### src/ir_timer_pkg.sv
package ir_timer_pkg;

   // Counter widths
   localparam int WIDE_W   = 16;
   localparam int NARROW_W = 8;

   // Shared control output-mode field in transmit mode
   localparam logic [1:0] OUT_MODE_NORMAL   = 2'h0;
   localparam logic [1:0] OUT_MODE_PINGPONG = 2'h1;
   localparam logic [1:0] OUT_MODE_FORCE0   = 2'h2;
   localparam logic [1:0] OUT_MODE_FORCE1   = 2'h3;

   // Wide counter clock divider codes (divide by 1, 2, 4, 8)
   localparam logic [1:0] CLK_DIV1 = 2'h0;
   localparam logic [1:0] CLK_DIV2 = 2'h1;
   localparam logic [1:0] CLK_DIV4 = 2'h2;
   localparam logic [1:0] CLK_DIV8 = 2'h3;
   localparam int         PRESCALE_W = 3;

   // Combine field encodings
   localparam logic [1:0] COMB_AND  = 2'h0;
   localparam logic [1:0] COMB_OR   = 2'h1;
   localparam logic [1:0] COMB_XOR  = 2'h2;
   localparam logic [1:0] COMB_NAND = 2'h3;

   // Edge select field bit positions
   localparam int EDGE_RISE_BIT = 0;
   localparam int EDGE_FALL_BIT = 1;

   // Count values
   localparam logic [15:0] WIDE_ONE      = 16'h0001;
   localparam logic [15:0] WIDE_ZERO     = 16'h0000;
   localparam logic [15:0] WIDE_ALL_ONES = 16'hFFFF;
   localparam logic [7:0]  NARROW_ONE    = 8'h01;
   localparam logic [7:0]  NARROW_ZERO   = 8'h00;
   localparam logic [7:0]  NARROW_ALL    = 8'hFF;

   // Glitch filter step per filter code, in system clocks
   localparam logic [7:0] FILTER_STEP_DEF = 8'h04;
   localparam logic [7:0] FILTER_CNT_ZERO = 8'h00;

endpackage
### src/ir_dual_counter_timer.sv
`timescale 1ns/100ps
module ir_dual_counter_timer
   import ir_timer_pkg::*;
#(
   parameter logic [7:0] FILTER_STEP = FILTER_STEP_DEF
)(
   input  wire logic        clk_i,
   input  wire logic        rst_n_i,
   input  wire logic        demod_mode_i,
   input  wire logic [1:0]  out_mode_i,
   input  wire logic [1:0]  edge_sel_i,
   input  wire logic        init_level_wide_i,
   input  wire logic        init_level_narrow_i,
   input  wire logic        combine_en_i,
   input  wire logic [1:0]  combine_sel_i,
   input  wire logic [1:0]  wide_clk_sel_i,
   input  wire logic        wide_single_i,
   input  wire logic        narrow_single_i,
   input  wire logic        wide_en_wr_i,
   input  wire logic        wide_en_wdata_i,
   input  wire logic        narrow_en_wr_i,
   input  wire logic        narrow_en_wdata_i,
   input  wire logic        wide_timeout_clr_i,
   input  wire logic        narrow_timeout_clr_i,
   input  wire logic        edge_rise_clr_i,
   input  wire logic        edge_fall_clr_i,
   input  wire logic        capture_int_mask_i,
   input  wire logic        wide_int_mask_i,
   input  wire logic        narrow_int_mask_i,
   input  wire logic [7:0]  wide_reload_high_i,
   input  wire logic [7:0]  wide_reload_low_i,
   input  wire logic [7:0]  narrow_reload_high_i,
   input  wire logic [7:0]  narrow_reload_low_i,
   input  wire logic        narrow_pin_sel_i,
   input  wire logic        wide_pin_sel_i,
   input  wire logic [2:0]  port_data_i,
   input  wire logic        ir_in_i,
   output logic             wide_enable_o,
   output logic             narrow_enable_o,
   output logic [15:0]      wide_count_o,
   output logic [15:0]      wide_capture_o,
   output logic             wide_timeout_o,
   output logic             narrow_timeout_o,
   output logic             edge_rise_o,
   output logic             edge_fall_o,
   output logic             wide_timeout_req_o,
   output logic             narrow_timeout_req_o,
   output logic             capture_req_o,
   output logic             wide_out_o,
   output logic             narrow_out_o,
   output logic             narrow_out_pin_o,
   output logic             wide_out_pin_o,
   output logic             combined_out_pin_o
);

   logic [PRESCALE_W-1:0] pre_reg;
   logic [7:0]            filt_cnt_reg;
   logic                  filt_lvl_reg;
   logic                  filt_prev_reg;
   logic [15:0]           wide_cnt_reg;
   logic                  wide_en_reg;
   logic                  wide_lvl_reg;
   logic                  wide_armed_reg;
   logic                  single_prev_reg;
   logic [7:0]            narrow_cnt_reg;
   logic                  narrow_en_reg;
   logic                  narrow_lvl_reg;

   // Prescaler tick for the wide counter
   wire wide_tick = (wide_clk_sel_i == CLK_DIV1) ? 1'b1 :
                    (wide_clk_sel_i == CLK_DIV2) ? pre_reg[0] :
                    (wide_clk_sel_i == CLK_DIV4) ? (&pre_reg[1:0]) :
                    (&pre_reg);

   // Glitch filter width comes from the output-mode field only in demodulation
   wire [1:0] filt_code  = demod_mode_i ? out_mode_i : 2'h0;
   wire [7:0] filt_limit = 8'({6'h0, filt_code} * FILTER_STEP);
   wire       filt_same  = (ir_in_i == filt_lvl_reg);
   wire       filt_take  = !filt_same && (filt_cnt_reg >= filt_limit);
   wire       rise_pulse = filt_lvl_reg && !filt_prev_reg;
   wire       fall_pulse = !filt_lvl_reg && filt_prev_reg;
   wire       sel_edge   = (rise_pulse && edge_sel_i[EDGE_RISE_BIT]) ||
                           (fall_pulse && edge_sel_i[EDGE_FALL_BIT]);

   // Mode decode; the mode field going to 00 simply drops the hand-over
   wire pingpong   = !demod_mode_i && (out_mode_i == OUT_MODE_PINGPONG);
   wire [15:0] wide_reload = {wide_reload_high_i, wide_reload_low_i};

   // Narrow counter events; it counts every system clock
   wire narrow_term      = narrow_en_reg && (narrow_cnt_reg == NARROW_ONE);
   wire narrow_stop_term = narrow_term && (narrow_single_i || pingpong);
   wire narrow_sw_start  = narrow_en_wr_i && narrow_en_wdata_i && !narrow_en_reg;
   wire narrow_sw_stop   = narrow_en_wr_i && !narrow_en_wdata_i;

   // Wide counter events
   wire wide_run       = wide_en_reg && !wide_armed_reg;
   wire wide_term      = wide_run && wide_tick && (wide_cnt_reg == WIDE_ONE);
   wire wide_wrap      = wide_run && wide_tick && (wide_cnt_reg == WIDE_ZERO);
   wire wide_stop_term = wide_term && !demod_mode_i && (wide_single_i || pingpong);
   wire wide_sw_start  = wide_en_wr_i && wide_en_wdata_i && !wide_en_reg;
   wire wide_sw_stop   = wide_en_wr_i && !wide_en_wdata_i;
   wire wide_start     = wide_sw_start || (pingpong && narrow_term);
   wire narrow_start   = narrow_sw_start || (pingpong && wide_term);

   // Demodulation edge handling
   wire edge_take   = demod_mode_i && wide_en_reg && sel_edge &&
                      (wide_armed_reg || !wide_single_i);
   wire edge_status = edge_take && !wide_armed_reg;
   wire narrow_cap  = demod_mode_i && wide_run && wide_single_i && narrow_term;
   wire rearm       = demod_mode_i && wide_en_reg && wide_single_i && !single_prev_reg;

   // Wide counter next count; the edge reload has priority over a tick
   wire [15:0] wide_dec      = wide_cnt_reg - WIDE_ONE;
   wire [15:0] wide_term_val = (demod_mode_i || wide_single_i || pingpong) ?
                               WIDE_ZERO : wide_reload;
   wire [15:0] wide_cnt_next =
      wide_start                ? wide_reload :
      edge_take                 ? WIDE_ALL_ONES :
      wide_term                 ? wide_term_val :
      wide_wrap                 ? WIDE_ALL_ONES :
      (wide_run && wide_tick)   ? wide_dec : wide_cnt_reg;

   wire wide_en_next = wide_start ? 1'b1 :
                       (wide_stop_term || wide_sw_stop) ? 1'b0 : wide_en_reg;
   wire wide_lvl_next = wide_start ? init_level_wide_i :
                        (wide_term && !demod_mode_i) ? !wide_lvl_reg : wide_lvl_reg;
   wire wide_armed_next = (wide_start && demod_mode_i) || (rearm && !edge_take) ? 1'b1 :
                          edge_take ? 1'b0 : wide_armed_reg;

   // Narrow counter next count; in modulo-N the new level picks the reload byte
   wire [7:0] narrow_first    = init_level_narrow_i ? narrow_reload_high_i : narrow_reload_low_i;
   wire [7:0] narrow_mod_val  = narrow_lvl_reg ? narrow_reload_low_i : narrow_reload_high_i;
   wire [7:0] narrow_dec      = narrow_cnt_reg - NARROW_ONE;
   wire [7:0] narrow_cnt_next =
      narrow_start       ? narrow_first :
      narrow_stop_term   ? NARROW_ZERO :
      narrow_term        ? narrow_mod_val :
      !narrow_en_reg     ? narrow_cnt_reg :
      (narrow_cnt_reg == NARROW_ZERO) ? NARROW_ALL : narrow_dec;
   wire narrow_en_next = narrow_start ? 1'b1 :
                         (narrow_stop_term || narrow_sw_stop) ? 1'b0 : narrow_en_reg;
   wire narrow_lvl_next = narrow_start ? init_level_narrow_i :
                          narrow_term ? !narrow_lvl_reg : narrow_lvl_reg;

   // Timer outputs; forcing acts on the wide output only and only exists in transmit since the field is the filter otherwise
   wire force_out     = !demod_mode_i && out_mode_i[1];
   wire wide_out_next = force_out ? (out_mode_i == OUT_MODE_FORCE1) :
                        wide_en_next ? wide_lvl_next : !init_level_wide_i;
   wire narrow_out_next = narrow_en_next ? narrow_lvl_next : !init_level_narrow_i;
   wire comb_next = (combine_sel_i == COMB_AND) ? (wide_out_next & narrow_out_next) :
                    (combine_sel_i == COMB_OR)  ? (wide_out_next | narrow_out_next) :
                    (combine_sel_i == COMB_XOR) ? (wide_out_next ^ narrow_out_next) :
                    !(wide_out_next & narrow_out_next);

   // Prescaler and glitch filter
   always_ff @(posedge clk_i)
   begin
      if (!rst_n_i)
      begin
         pre_reg       <= '0;
         filt_cnt_reg  <= FILTER_CNT_ZERO;
         filt_lvl_reg  <= 1'b0;
         filt_prev_reg <= 1'b0;
      end
      else
      begin
         pre_reg       <= pre_reg + 3'h1;
         filt_cnt_reg  <= (filt_same || filt_take) ? FILTER_CNT_ZERO : filt_cnt_reg + 8'h01;
         filt_lvl_reg  <= filt_take ? ir_in_i : filt_lvl_reg;
         filt_prev_reg <= filt_lvl_reg;
      end
   end

   // Counter state
   always_ff @(posedge clk_i)
   begin
      if (!rst_n_i)
      begin
         wide_cnt_reg    <= WIDE_ZERO;
         wide_en_reg     <= 1'b0;
         wide_lvl_reg    <= 1'b0;
         wide_armed_reg  <= 1'b0;
         single_prev_reg <= 1'b0;
         narrow_cnt_reg  <= NARROW_ZERO;
         narrow_en_reg   <= 1'b0;
         narrow_lvl_reg  <= 1'b0;
      end
      else
      begin
         wide_cnt_reg    <= wide_cnt_next;
         wide_en_reg     <= wide_en_next;
         wide_lvl_reg    <= wide_lvl_next;
         wide_armed_reg  <= wide_armed_next;
         single_prev_reg <= wide_single_i;
         narrow_cnt_reg  <= narrow_cnt_next;
         narrow_en_reg   <= narrow_en_next;
         narrow_lvl_reg  <= narrow_lvl_next;
      end
   end

   // Status, capture and requests; a setting event beats a clear in the same cycle
   always_ff @(posedge clk_i)
   begin
      if (!rst_n_i)
      begin
         wide_timeout_o       <= 1'b0;
         narrow_timeout_o     <= 1'b0;
         edge_rise_o          <= 1'b0;
         edge_fall_o          <= 1'b0;
         wide_capture_o       <= WIDE_ZERO;
         wide_timeout_req_o   <= 1'b0;
         narrow_timeout_req_o <= 1'b0;
         capture_req_o        <= 1'b0;
      end
      else
      begin
         wide_timeout_o   <= wide_term || (wide_timeout_o && !wide_timeout_clr_i);
         narrow_timeout_o <= narrow_term || (narrow_timeout_o && !narrow_timeout_clr_i);
         edge_rise_o      <= (edge_status && rise_pulse) || (edge_rise_o && !edge_rise_clr_i);
         edge_fall_o      <= (edge_status && fall_pulse) || (edge_fall_o && !edge_fall_clr_i);
         if (edge_take || narrow_cap)
            wide_capture_o <= ~wide_cnt_reg;
         wide_timeout_req_o   <= wide_term && wide_int_mask_i;
         narrow_timeout_req_o <= narrow_term && narrow_int_mask_i;
         capture_req_o        <= (edge_status || narrow_cap) && capture_int_mask_i;
      end
   end

   // Registered timer outputs and pin routing
   always_ff @(posedge clk_i)
   begin
      if (!rst_n_i)
      begin
         wide_out_o         <= 1'b1;
         narrow_out_o       <= 1'b1;
         narrow_out_pin_o   <= 1'b0;
         wide_out_pin_o     <= 1'b0;
         combined_out_pin_o <= 1'b0;
      end
      else
      begin
         wide_out_o         <= wide_out_next;
         narrow_out_o       <= narrow_out_next;
         narrow_out_pin_o   <= narrow_pin_sel_i ? narrow_out_next : port_data_i[0];
         wide_out_pin_o     <= wide_pin_sel_i ? wide_out_next : port_data_i[1];
         combined_out_pin_o <= combine_en_i ? comb_next : port_data_i[2];
      end
   end

   assign wide_enable_o   = wide_en_reg;
   assign narrow_enable_o = narrow_en_reg;
   assign wide_count_o    = wide_cnt_reg;

   // Checks next to the logic
   property p_disabled_level;
      @(posedge clk_i) disable iff (!rst_n_i)
      (!wide_en_next && !demod_mode_i && !out_mode_i[1]) |=> (wide_out_o == !$past(init_level_wide_i));
   endproperty
   a_disabled_level: assert property (p_disabled_level) else $error("disabled level wrong");

   property p_force;
      @(posedge clk_i) disable iff (!rst_n_i)
      (!demod_mode_i && out_mode_i[1]) |=> (wide_out_o == $past(out_mode_i[0]));
   endproperty
   a_force: assert property (p_force) else $error("forced level wrong");

   property p_load;
      @(posedge clk_i) disable iff (!rst_n_i)
      wide_start |=> (wide_count_o == $past(wide_reload)) && (wide_lvl_reg == $past(init_level_wide_i));
   endproperty
   a_load: assert property (p_load) else $error("enable load wrong");

   property p_term_toggle;
      @(posedge clk_i) disable iff (!rst_n_i)
      (wide_term && !demod_mode_i && !wide_start) |=> wide_timeout_o && (wide_lvl_reg != $past(wide_lvl_reg));
   endproperty
   a_term_toggle: assert property (p_term_toggle) else $error("terminal toggle missing");

   property p_single_stop;
      @(posedge clk_i) disable iff (!rst_n_i)
      (wide_term && !demod_mode_i && wide_single_i && !wide_start) |=> !wide_enable_o ##1 !wide_enable_o || $past(wide_en_wr_i);
   endproperty
   a_single_stop: assert property (p_single_stop) else $error("single pass did not stop");

   property p_wrap;
      @(posedge clk_i) disable iff (!rst_n_i)
      (wide_wrap && !wide_start && !edge_take) |=> (wide_count_o == WIDE_ALL_ONES) ##1 !wide_timeout_req_o;
   endproperty
   a_wrap: assert property (p_wrap) else $error("zero wrap wrong");

   property p_edge_capture;
      @(posedge clk_i) disable iff (!rst_n_i)
      (edge_status && !wide_start) |=> (wide_count_o == WIDE_ALL_ONES) && (wide_capture_o == ~$past(wide_cnt_reg));
   endproperty
   a_edge_capture: assert property (p_edge_capture) else $error("edge capture wrong");

   property p_pingpong;
      @(posedge clk_i) disable iff (!rst_n_i)
      (pingpong && narrow_term && !wide_en_wr_i && !narrow_en_wr_i) |=> wide_enable_o && !narrow_enable_o;
   endproperty
   a_pingpong: assert property (p_pingpong) else $error("ping-pong hand-over wrong");

   property p_clear;
      @(posedge clk_i) disable iff (!rst_n_i)
      (wide_timeout_o && wide_timeout_clr_i && !wide_term) |=> !wide_timeout_o;
   endproperty
   a_clear: assert property (p_clear) else $error("timeout clear failed");

endmodule // ir_dual_counter_timer

### config.mk
export PLATFORM = sky130hd
export DESIGN_NAME = ir_dual_counter_timer
export DESIGN_NICKNAME = d
export VERILOG_FILES = /design/src/ir_timer_pkg.sv /design/src/ir_dual_counter_timer.sv
export SDC_FILE = /design/constraint.sdc
export NUM_CORES = 1
export LEC_CHECK = 0
export ABC_AREA = 0
export BUFFER_PORTS_ARGS = -buffer_cell sky130_fd_sc_hd__buf_4
export CAP_MARGIN = 15
export CORE_MARGIN = 1.5
export CORE_UTILIZATION = 38
export DETAILED_ROUTE_END_ITERATION = 10
export GPL_ROUTABILITY_DRIVEN = 0
export GPL_TIMING_DRIVEN = 0
export MAX_ROUTING_LAYER = met4
export PLACE_DENSITY = 0.61
export SETUP_SLACK_MARGIN = 0.2
export SYNTH_ARGS = -nofsm -noshare
export SYNTH_HDL_FRONTEND = slang
export SYNTH_SLANG_ARGS = --single-unit
export TNS_END_PERCENT = 50
### constraint.sdc
create_clock -name clk_i -period 3.3 [get_ports clk_i]
set_input_delay 0.165 -clock clk_i [delete_from_list [all_inputs] [get_ports clk_i]]
set_output_delay 0.165 -clock clk_i [all_outputs]
set_load 0.01 [all_outputs]
* After elaboration in Yosys (flattened, before gate mapping)
Index checks and enable logic that the tools add are counted.
** Storage, ports and cells
- Flip-flop bits (word level) :: 71
- Logic and storage cells :: 172
- Input port bits :: 65
- Output and inout port bits :: 46
** Operators by class
- Order comparisons :: 1
- Multiplexer cells :: 36
- Equality and inequality tests :: 9
- Bitwise operators :: 5
- Reductions and logical operators :: 92
- Add/subtract/negate cells :: 4
** Operator list (count)
- 2-to-1 mux 16 bit :: 6
- 2-to-1 mux 8 bit :: 7
- logical AND 1 bit :: 43
- 2-to-1 mux 1 bit :: 22
- zero test 1 bit :: 21
- logical OR 1 bit :: 18
- == test 16 x 1 -> 1 bit, second input constant :: 1
- zero test 16 bit :: 1
- NOT 16 bit :: 1
- subtractor 16 x 1 -> 16 bit, second input constant :: 1
- adder 8 x 1 -> 8 bit, second input constant :: 1
- == test 8 x 1 -> 1 bit, second input constant :: 1
- >= comparator 8 x 4 -> 1 bit :: 1
- zero test 8 bit :: 1
- subtractor 8 x 1 -> 8 bit, second input constant :: 1
- == test 2 x 1 -> 1 bit, second input constant :: 3
- == test 2 bit, second input constant :: 3
- nonzero test 5 bit :: 1
- zero test 2 bit :: 2
- nonzero test 4 bit :: 1
- adder 3 x 1 -> 3 bit, second input constant :: 1
- AND reduction 3 bit :: 1
- 2-to-1 mux 2 bit :: 1
- AND reduction 2 bit :: 1
- other kinds (7) :: 7

* Depth between registers and ports, before layout
- Depth in word-level cells :: 19
- Mapped depth :: 14
- Mapped depth without buffers :: 13

* Worst setup path before layout
OpenSTA, ideal clock, no wires.
- Kind :: register to register
- From :: reg narrow_cnt_reg[2]
- To :: reg combined_out_pin_o
- Clock period less this slack :: 2.854 ns
- Library setup time :: 0.119 ns
- Data arrival time :: 2.735 ns
- Path slack :: 0.446 ns
- Buffers on the path :: 2
- Required time :: 3.181 ns
- Stages on the path, launching flop included :: 13
- Path through :: dfxtp_1 -> buf_6 -> or4_4 -> buf_6 -> or4_4 -> nand2_1 -> nor2_1 -> o41a_1 -> ha_1 -> o22ai_1 -> nor2_1 -> a31oi_1 -> a21oi_1
** Between the ends
- Word-level cells in the longest chain between the ends :: 13
- Elaborated cells between the ends (all ways) :: 23
- Those cells by class :: 1 x eq/ne; 13 x mux; 3 x bitwise; 6 x reduce/logical
** Ends and longest elaborated chain
- start: declaration :: line ir_dual_counter_timer.sv:65 : logic [7:0] narrow_cnt_reg;
- start signal: assignment :: line ir_dual_counter_timer.sv:195 : narrow_cnt_reg <= narrow_cnt_next;
- == test 8 x 1 -> 1 bit (*) :: line ir_dual_counter_timer.sv:90 : wire narrow_term = narrow_en_reg && (narrow_cnt_reg == NARROW_ONE);
- logical AND 1 bit (*) :: line ir_dual_counter_timer.sv:90
- logical AND 1 bit (on tied branches) :: line ir_dual_counter_timer.sv:102, ir_dual_counter_timer.sv:91
- logical OR 1 bit (on tied branches) :: line ir_dual_counter_timer.sv:102, ir_dual_counter_timer.sv:141
- 2-to-1 mux 1 bit (on tied branches) :: line ir_dual_counter_timer.sv:125, ir_dual_counter_timer.sv:123, ir_dual_counter_timer.sv:141
- 2-to-1 mux 1 bit (on tied branches) :: line ir_dual_counter_timer.sv:148, ir_dual_counter_timer.sv:140
- 2-to-1 mux 1 bit (on tied branches) :: line ir_dual_counter_timer.sv:147, ir_dual_counter_timer.sv:149
- bitwise AND 1 bit :: line ir_dual_counter_timer.sv:150, ir_dual_counter_timer.sv:153
- zero test 1 bit :: line ir_dual_counter_timer.sv:153 : !(wide_out_next & narrow_out_next);
- 2-to-1 mux 1 bit :: line ir_dual_counter_timer.sv:152 : (combine_sel_i == COMB_XOR) ? (wide_out_next ^ narrow_out_next) :
- 2-to-1 mux 1 bit :: line ir_dual_counter_timer.sv:151 : (combine_sel_i == COMB_OR) ? (wide_out_next | narrow_out_next) :
- 2-to-1 mux 1 bit (*) :: line ir_dual_counter_timer.sv:150 : wire comb_next = (combine_sel_i == COMB_AND) ? (wide_out_next & narrow_out_next) :
- 2-to-1 mux 1 bit (*) :: line ir_dual_counter_timer.sv:246 : combined_out_pin_o <= combine_en_i ? comb_next : port_data_i[2];
- end signal: assignment :: line ir_dual_counter_timer.sv:246
- end: declaration :: line ir_dual_counter_timer.sv:53 : output logic combined_out_pin_o
Mark *: on every way between the ends. The rest lies on a longest branch, timed or not.
A chain may end at the register's enable or synchronous reset.

* Worst setup path after layout
- From :: reg narrow_cnt_reg[3]
- To :: reg combined_out_pin_o
** Between the ends
- Word-level cells in the longest chain between the ends :: 13
- Elaborated cells between the ends (all ways) :: 23
- Those cells by class :: 1 x eq/ne; 13 x mux; 3 x bitwise; 6 x reduce/logical
** Ends and longest elaborated chain
- == test 8 x 1 -> 1 bit (*) :: line ir_dual_counter_timer.sv:90
- logical AND 1 bit (*) :: line ir_dual_counter_timer.sv:90
- logical AND 1 bit (*) :: line ir_dual_counter_timer.sv:102 : wire wide_start = wide_sw_start || (pingpong && narrow_term);
- logical OR 1 bit (*) :: line ir_dual_counter_timer.sv:102
- 2-to-1 mux 1 bit (on tied branches) :: line ir_dual_counter_timer.sv:125, ir_dual_counter_timer.sv:123
- 2-to-1 mux 1 bit (*) :: line ir_dual_counter_timer.sv:148 : wide_en_next ? wide_lvl_next : !init_level_wide_i;
- 2-to-1 mux 1 bit (*) :: line ir_dual_counter_timer.sv:147 : wire wide_out_next = force_out ? (out_mode_i == OUT_MODE_FORCE1) :
- net wide_out_next :: line ir_dual_counter_timer.sv:147
- bitwise AND 1 bit :: line ir_dual_counter_timer.sv:150, ir_dual_counter_timer.sv:153
- zero test 1 bit :: line ir_dual_counter_timer.sv:153
- 2-to-1 mux 1 bit :: line ir_dual_counter_timer.sv:152
- 2-to-1 mux 1 bit :: line ir_dual_counter_timer.sv:151
- 2-to-1 mux 1 bit (*) :: line ir_dual_counter_timer.sv:150
- 2-to-1 mux 1 bit (*) :: line ir_dual_counter_timer.sv:246
Mark *: on every way through the listed nets, which the timed path passes. The rest lies on a longest branch.

==> results.txt <==
----------------------------------------------------
[Detailed routing]
  Iteration count of the initial detailed-routing pass ... 4
  Routed via count divided by cell count ... 5.609
  Total length of routed wires ... 13.80 mm
  Vias ... 4487
  Met2 wire len ... between 6 and 7 mm
  Number of remaining DRC errors ... 0
  Antenna viol nets, final ... 0
  Total length of routed met3 wires ... ~880 um
  Uppermost signal routing layer after detailed routing ... met4
  Number of DRC markers after the initial detailed-route iteration ... 248
  Met1 Routed Length ... 6.233 mm
  DR WL/cell ... about 17 um

[Synthesis]
  Seq cells post-synth ... 71
  Number of warnings printed during yosys synthesis ... 0
  Syn Std Cell Area ... 4318 um^2
  Number of distinct library cells after synthesis ... 73
  Number of instances in the synthesized netlist ... 512
  Main flop type after synthesis ... dfxtp_1
  Count of flip-flops with a built-in enable after synthesis ... 0
  Most area-hungry cell type in the Yosys netlist ... dfxtp_1
  Part of the Yosys area used for sequential elements ... 0.3292
  Post-synth top area share ... 0.3292
  Share of async-settable or async-resettable flops after synthesis ... 0
  Average cell area after synthesis ... 8.433 um^2
  Ranking of synthesized cells by area ... dfxtp_1 33%, mux2i_1 4.4%, ha_1 4.1%

[Die]
  Initial core utilization ... 0.3949
  Area enclosed by the die boundary ... 12010 um^2
  Total core area ... 10940 um^2
  Row count ... 38
  Width of the die ... ~110 um
  Die Y-Extent ... 109.6 um
  Top-level I/O count ... 111

[Job]
  Reported max-cap violation count ... 0

[Power and ir drop]
  Net load switching power ... 0.9087 mW
  Part of the power in the clock network ... 0.374
  Leakage dissipation ... 2.528 nW
  Fraction of power consumed by sequential logic ... 0.340
  Internal power of the cells ... 2.007 mW
  Share of power burned in combinational logic ... 0.287
  Largest voltage drop on the vdd net ... 0.2314 mV
  Power Density ... between 400 and 500 nW/um^2
  Fraction of power spent switching nets ... 0.3116

[Place]
  Number of placed instances, taps included ... approximately 760
  DP Worst Slack ... 0.003408 ns
  Detailed Place HPWL ... between 9 and 10 mm
  Port bufs ... 110
  Post-place instance area ... 5326 um^2

[Clock tree]
  CTS sink cnt ... 71
  H-tree levels ... 3
  Worst skew pair latency ... approximately 0.34 ns
  Clock buffer count from CTS ... 9
  Clock Path Buffers ... 2
  CTS Root Cell ... clkbuf_16
  Clock transition time at the flip-flop clock pins of the worst setup and hold paths ... roughly 0.060 ns
  TritonCTS clock tree ... done

[Cells and area]
  Number of non-filler instances in the completed layout ... 800
  Fin nets ... 733
  Fraction of final layout cells sized beyond drive strength 1 ... 0.3005
  Area added between synthesis and finish ... 38.83%
  Finished Cell Area ... 5995 um^2

[Setup path]
  Most common cell type on the critical path ... buf_6
  Peak fanout along the critical path ... 7
  Critical Path Slowest Stage Cell ... or4_4
  Worst-case register-to-register setup slack ... 0.27 ns
  Launch point of the worst reg-to-reg path ... narrow_cnt_reg[3]
  Critical Path Start ... narrow_cnt_reg[3]
  WP data arrival ... 3.26 ns
  CP Launch Type ... register
  Endpoint type of the worst setup path ... register
  CP cell instances ... or4_4 -> buf_8 -> buf_6 -> or3_4 -> buf_6 -> o211ai_1 -> o31a_1 -> a31oi_4 -> buf_6 -> buf_4 -> inv_1 -> ha_2 -> nor2_1 -> a31oi_1 -> a21oi_1
  Worst Setup Path Type ... reg2reg
  Reg2Reg Depth ... 15
  Required arrival time at the worst endpoint ... 3.53 ns
  Critical path's largest stage delay ... 0.53 ns

[GRT]
  Total track usage ... 0.2416
  Wire length of the first global-routing pass ... about 22 mm
  Antenna violations before repair ... 0
  Global route overflow ... 0
  Number of global-route vias before repair ... 4335
  Maximum number of pins on one net before global-route repair ... 14

[Outcome]
  Run status ... finished, final reports clean

[Timing]
  Final Hold Fails ... 0
  Crit path time final ... 3.029 ns
  Measured slew at the worst slew-check pin ... 1.062 ns
  Final setup TNS ... 0 ns
  Tightest slew margin relative to the limit ... 0.2862
  Count of endpoints failing setup in the final report ... 0
  Post-route worst setup slack ... 0.2714 ns
  Final worst clock skew ... approximately 0.010 ns
  Part of the cycle the worst path needs ... 0.9177
  Final Max Slew Viols ... 0
  Fmax ... 330.2 MHz
  Setup repair after global routing missed its margin ... false

[Worst hold path]
  Hold path cells ... 2
  Min-Delay Path Class ... in2reg
  Min-delay src ... narrow_int_mask_i

----------------------------------------------------
-- worst paths after layout --
kind / endpoint
setup / recovery: combined_out_pin_o
hold / removal: narrow_timeout_req_o
setup reg to reg: combined_out_pin_o
hold reg to reg: pre_reg[0]
-- layout make-up --
class                      instances  area, um^2
clock inverter                     6       93.84
inverter                          20       75.07
buffer                            27       151.4
tap                              140       175.2
fill                            1037        4941
multi-input combinational        396        2844
timing repair buffer             129       983.4
clock buffer                      10       239.0
antenna                            1       2.502
sequential                        71        1430
-- metal layers --
metal  global-route usage  vias up
met5                    -        -
met4              0.08998        0
met3              0.03853       25
met2               0.3802      179
met1               0.3120     2121
li1                     -     2162
-- metrics by stage --
stage / hold slack [ns] / util / power, mW
floorplan: 0.2445 / - / 1.486
global placement: 0.3422 / 0.4871 / 1.730
detailed placement: 0.3519 / 0.4871 / 1.744
CTS: 0.03797 / 0.5257 / 2.856
global route: 0.04703 / 0.5479 / 3.047
finish: 0.04890 / 0.5482 / 2.916
-- power groups by stage --
| stage | combinational (mW) | clock, mW | sequential, mW |
|---|---|---|---|
| after CTS | 0.765 | 1.11 | 0.986 |
| after floorplan | 0.487 | 0 | 0.999 |
| after global placement | 0.728 | 0 | 1.00 |
| final | 0.836 | 1.09 | 0.990 |
| after global routing | 0.913 | 1.14 | 0.998 |
| after detailed placement | 0.741 | 0 | 1.00 |
-- worst max-delay path, delay by kind of cell, from the launching register on --
| family | cells | cell delay [ns] |
|---|---|---|
| and+or+nand+nor | 3 | 0.93 |
| buffers and inverters | 6 | 0.73 |
| AOI/OAI and AO/OA | 5 | 0.72 |
| DFF | 1 | 0.36 |
| adders and majority gates | 1 | 0.17 |
-- synthesized netlist by cell type, types with 5 or more instances --
cell type,number
nand2b_1,6
xor2_1,10
and2_1,18
nor2_1,46
o21ai_0,25
nand3_1,16
a21oi_1,27
nor3_1,18
dfxtp_1,71
nor2b_1,10
nand4_1,6
o221a_1,6
and3_1,5
a22o_1,5
or3_1,5
nand2_1,23
ha_1,14
mux2i_1,19
a31oi_1,9
o211ai_1,7
clkbuf_1,20
a21boi_0,7
xnor2_1,12
o21a_1,14
inv_1,20
-- cells by family after synthesis --
group                      count (synthesis)  share of synthesized area
DFF                                       71                     0.3292
muxes                                     19                    0.04404
and+or+nand+nor                          193                     0.2530
buffers and inverters                     47                    0.04723
xor gates and xnor gates                  22                    0.04462
adders and majority gates                 14                    0.04057
AOI/OAI and AO/OA                        145                     0.2405
other                                      1                  0.0008685
-- cell usage in the layout (no fill, tap or decap), types with 9 or more instances in the layout --
cell type / synthesis / final
o21a_1: 14 / 14
xor2_1: 10 / 10
nor2_1: 46 / 45
mux2i_1: 19 / 19
clkbuf_1: 20 / 17
ha_1: 14 / 11
xnor2_1: 12 / 12
dfxtp_1: 71 / 66
and2_1: 18 / 18
a21oi_1: 27 / 26
nand2_1: 23 / 22
clkbuf_16: 0 / 9
nor3_1: 18 / 18
nand3_1: 16 / 16
nor2b_1: 10 / 10
buf_4: 0 / 125
o21ai_0: 25 / 23
inv_1: 20 / 19
-- repair_timing --
action                     4_1_cts  5_1_grt
setup endpoints to repair        1        1
pin swaps                        0       19
hold buffers                     3        0
hold endpoints to repair         3        0
setup buffers                    2       14
resized for setup                9       42
Note: power is estimated with default switching activity, not from simulation.
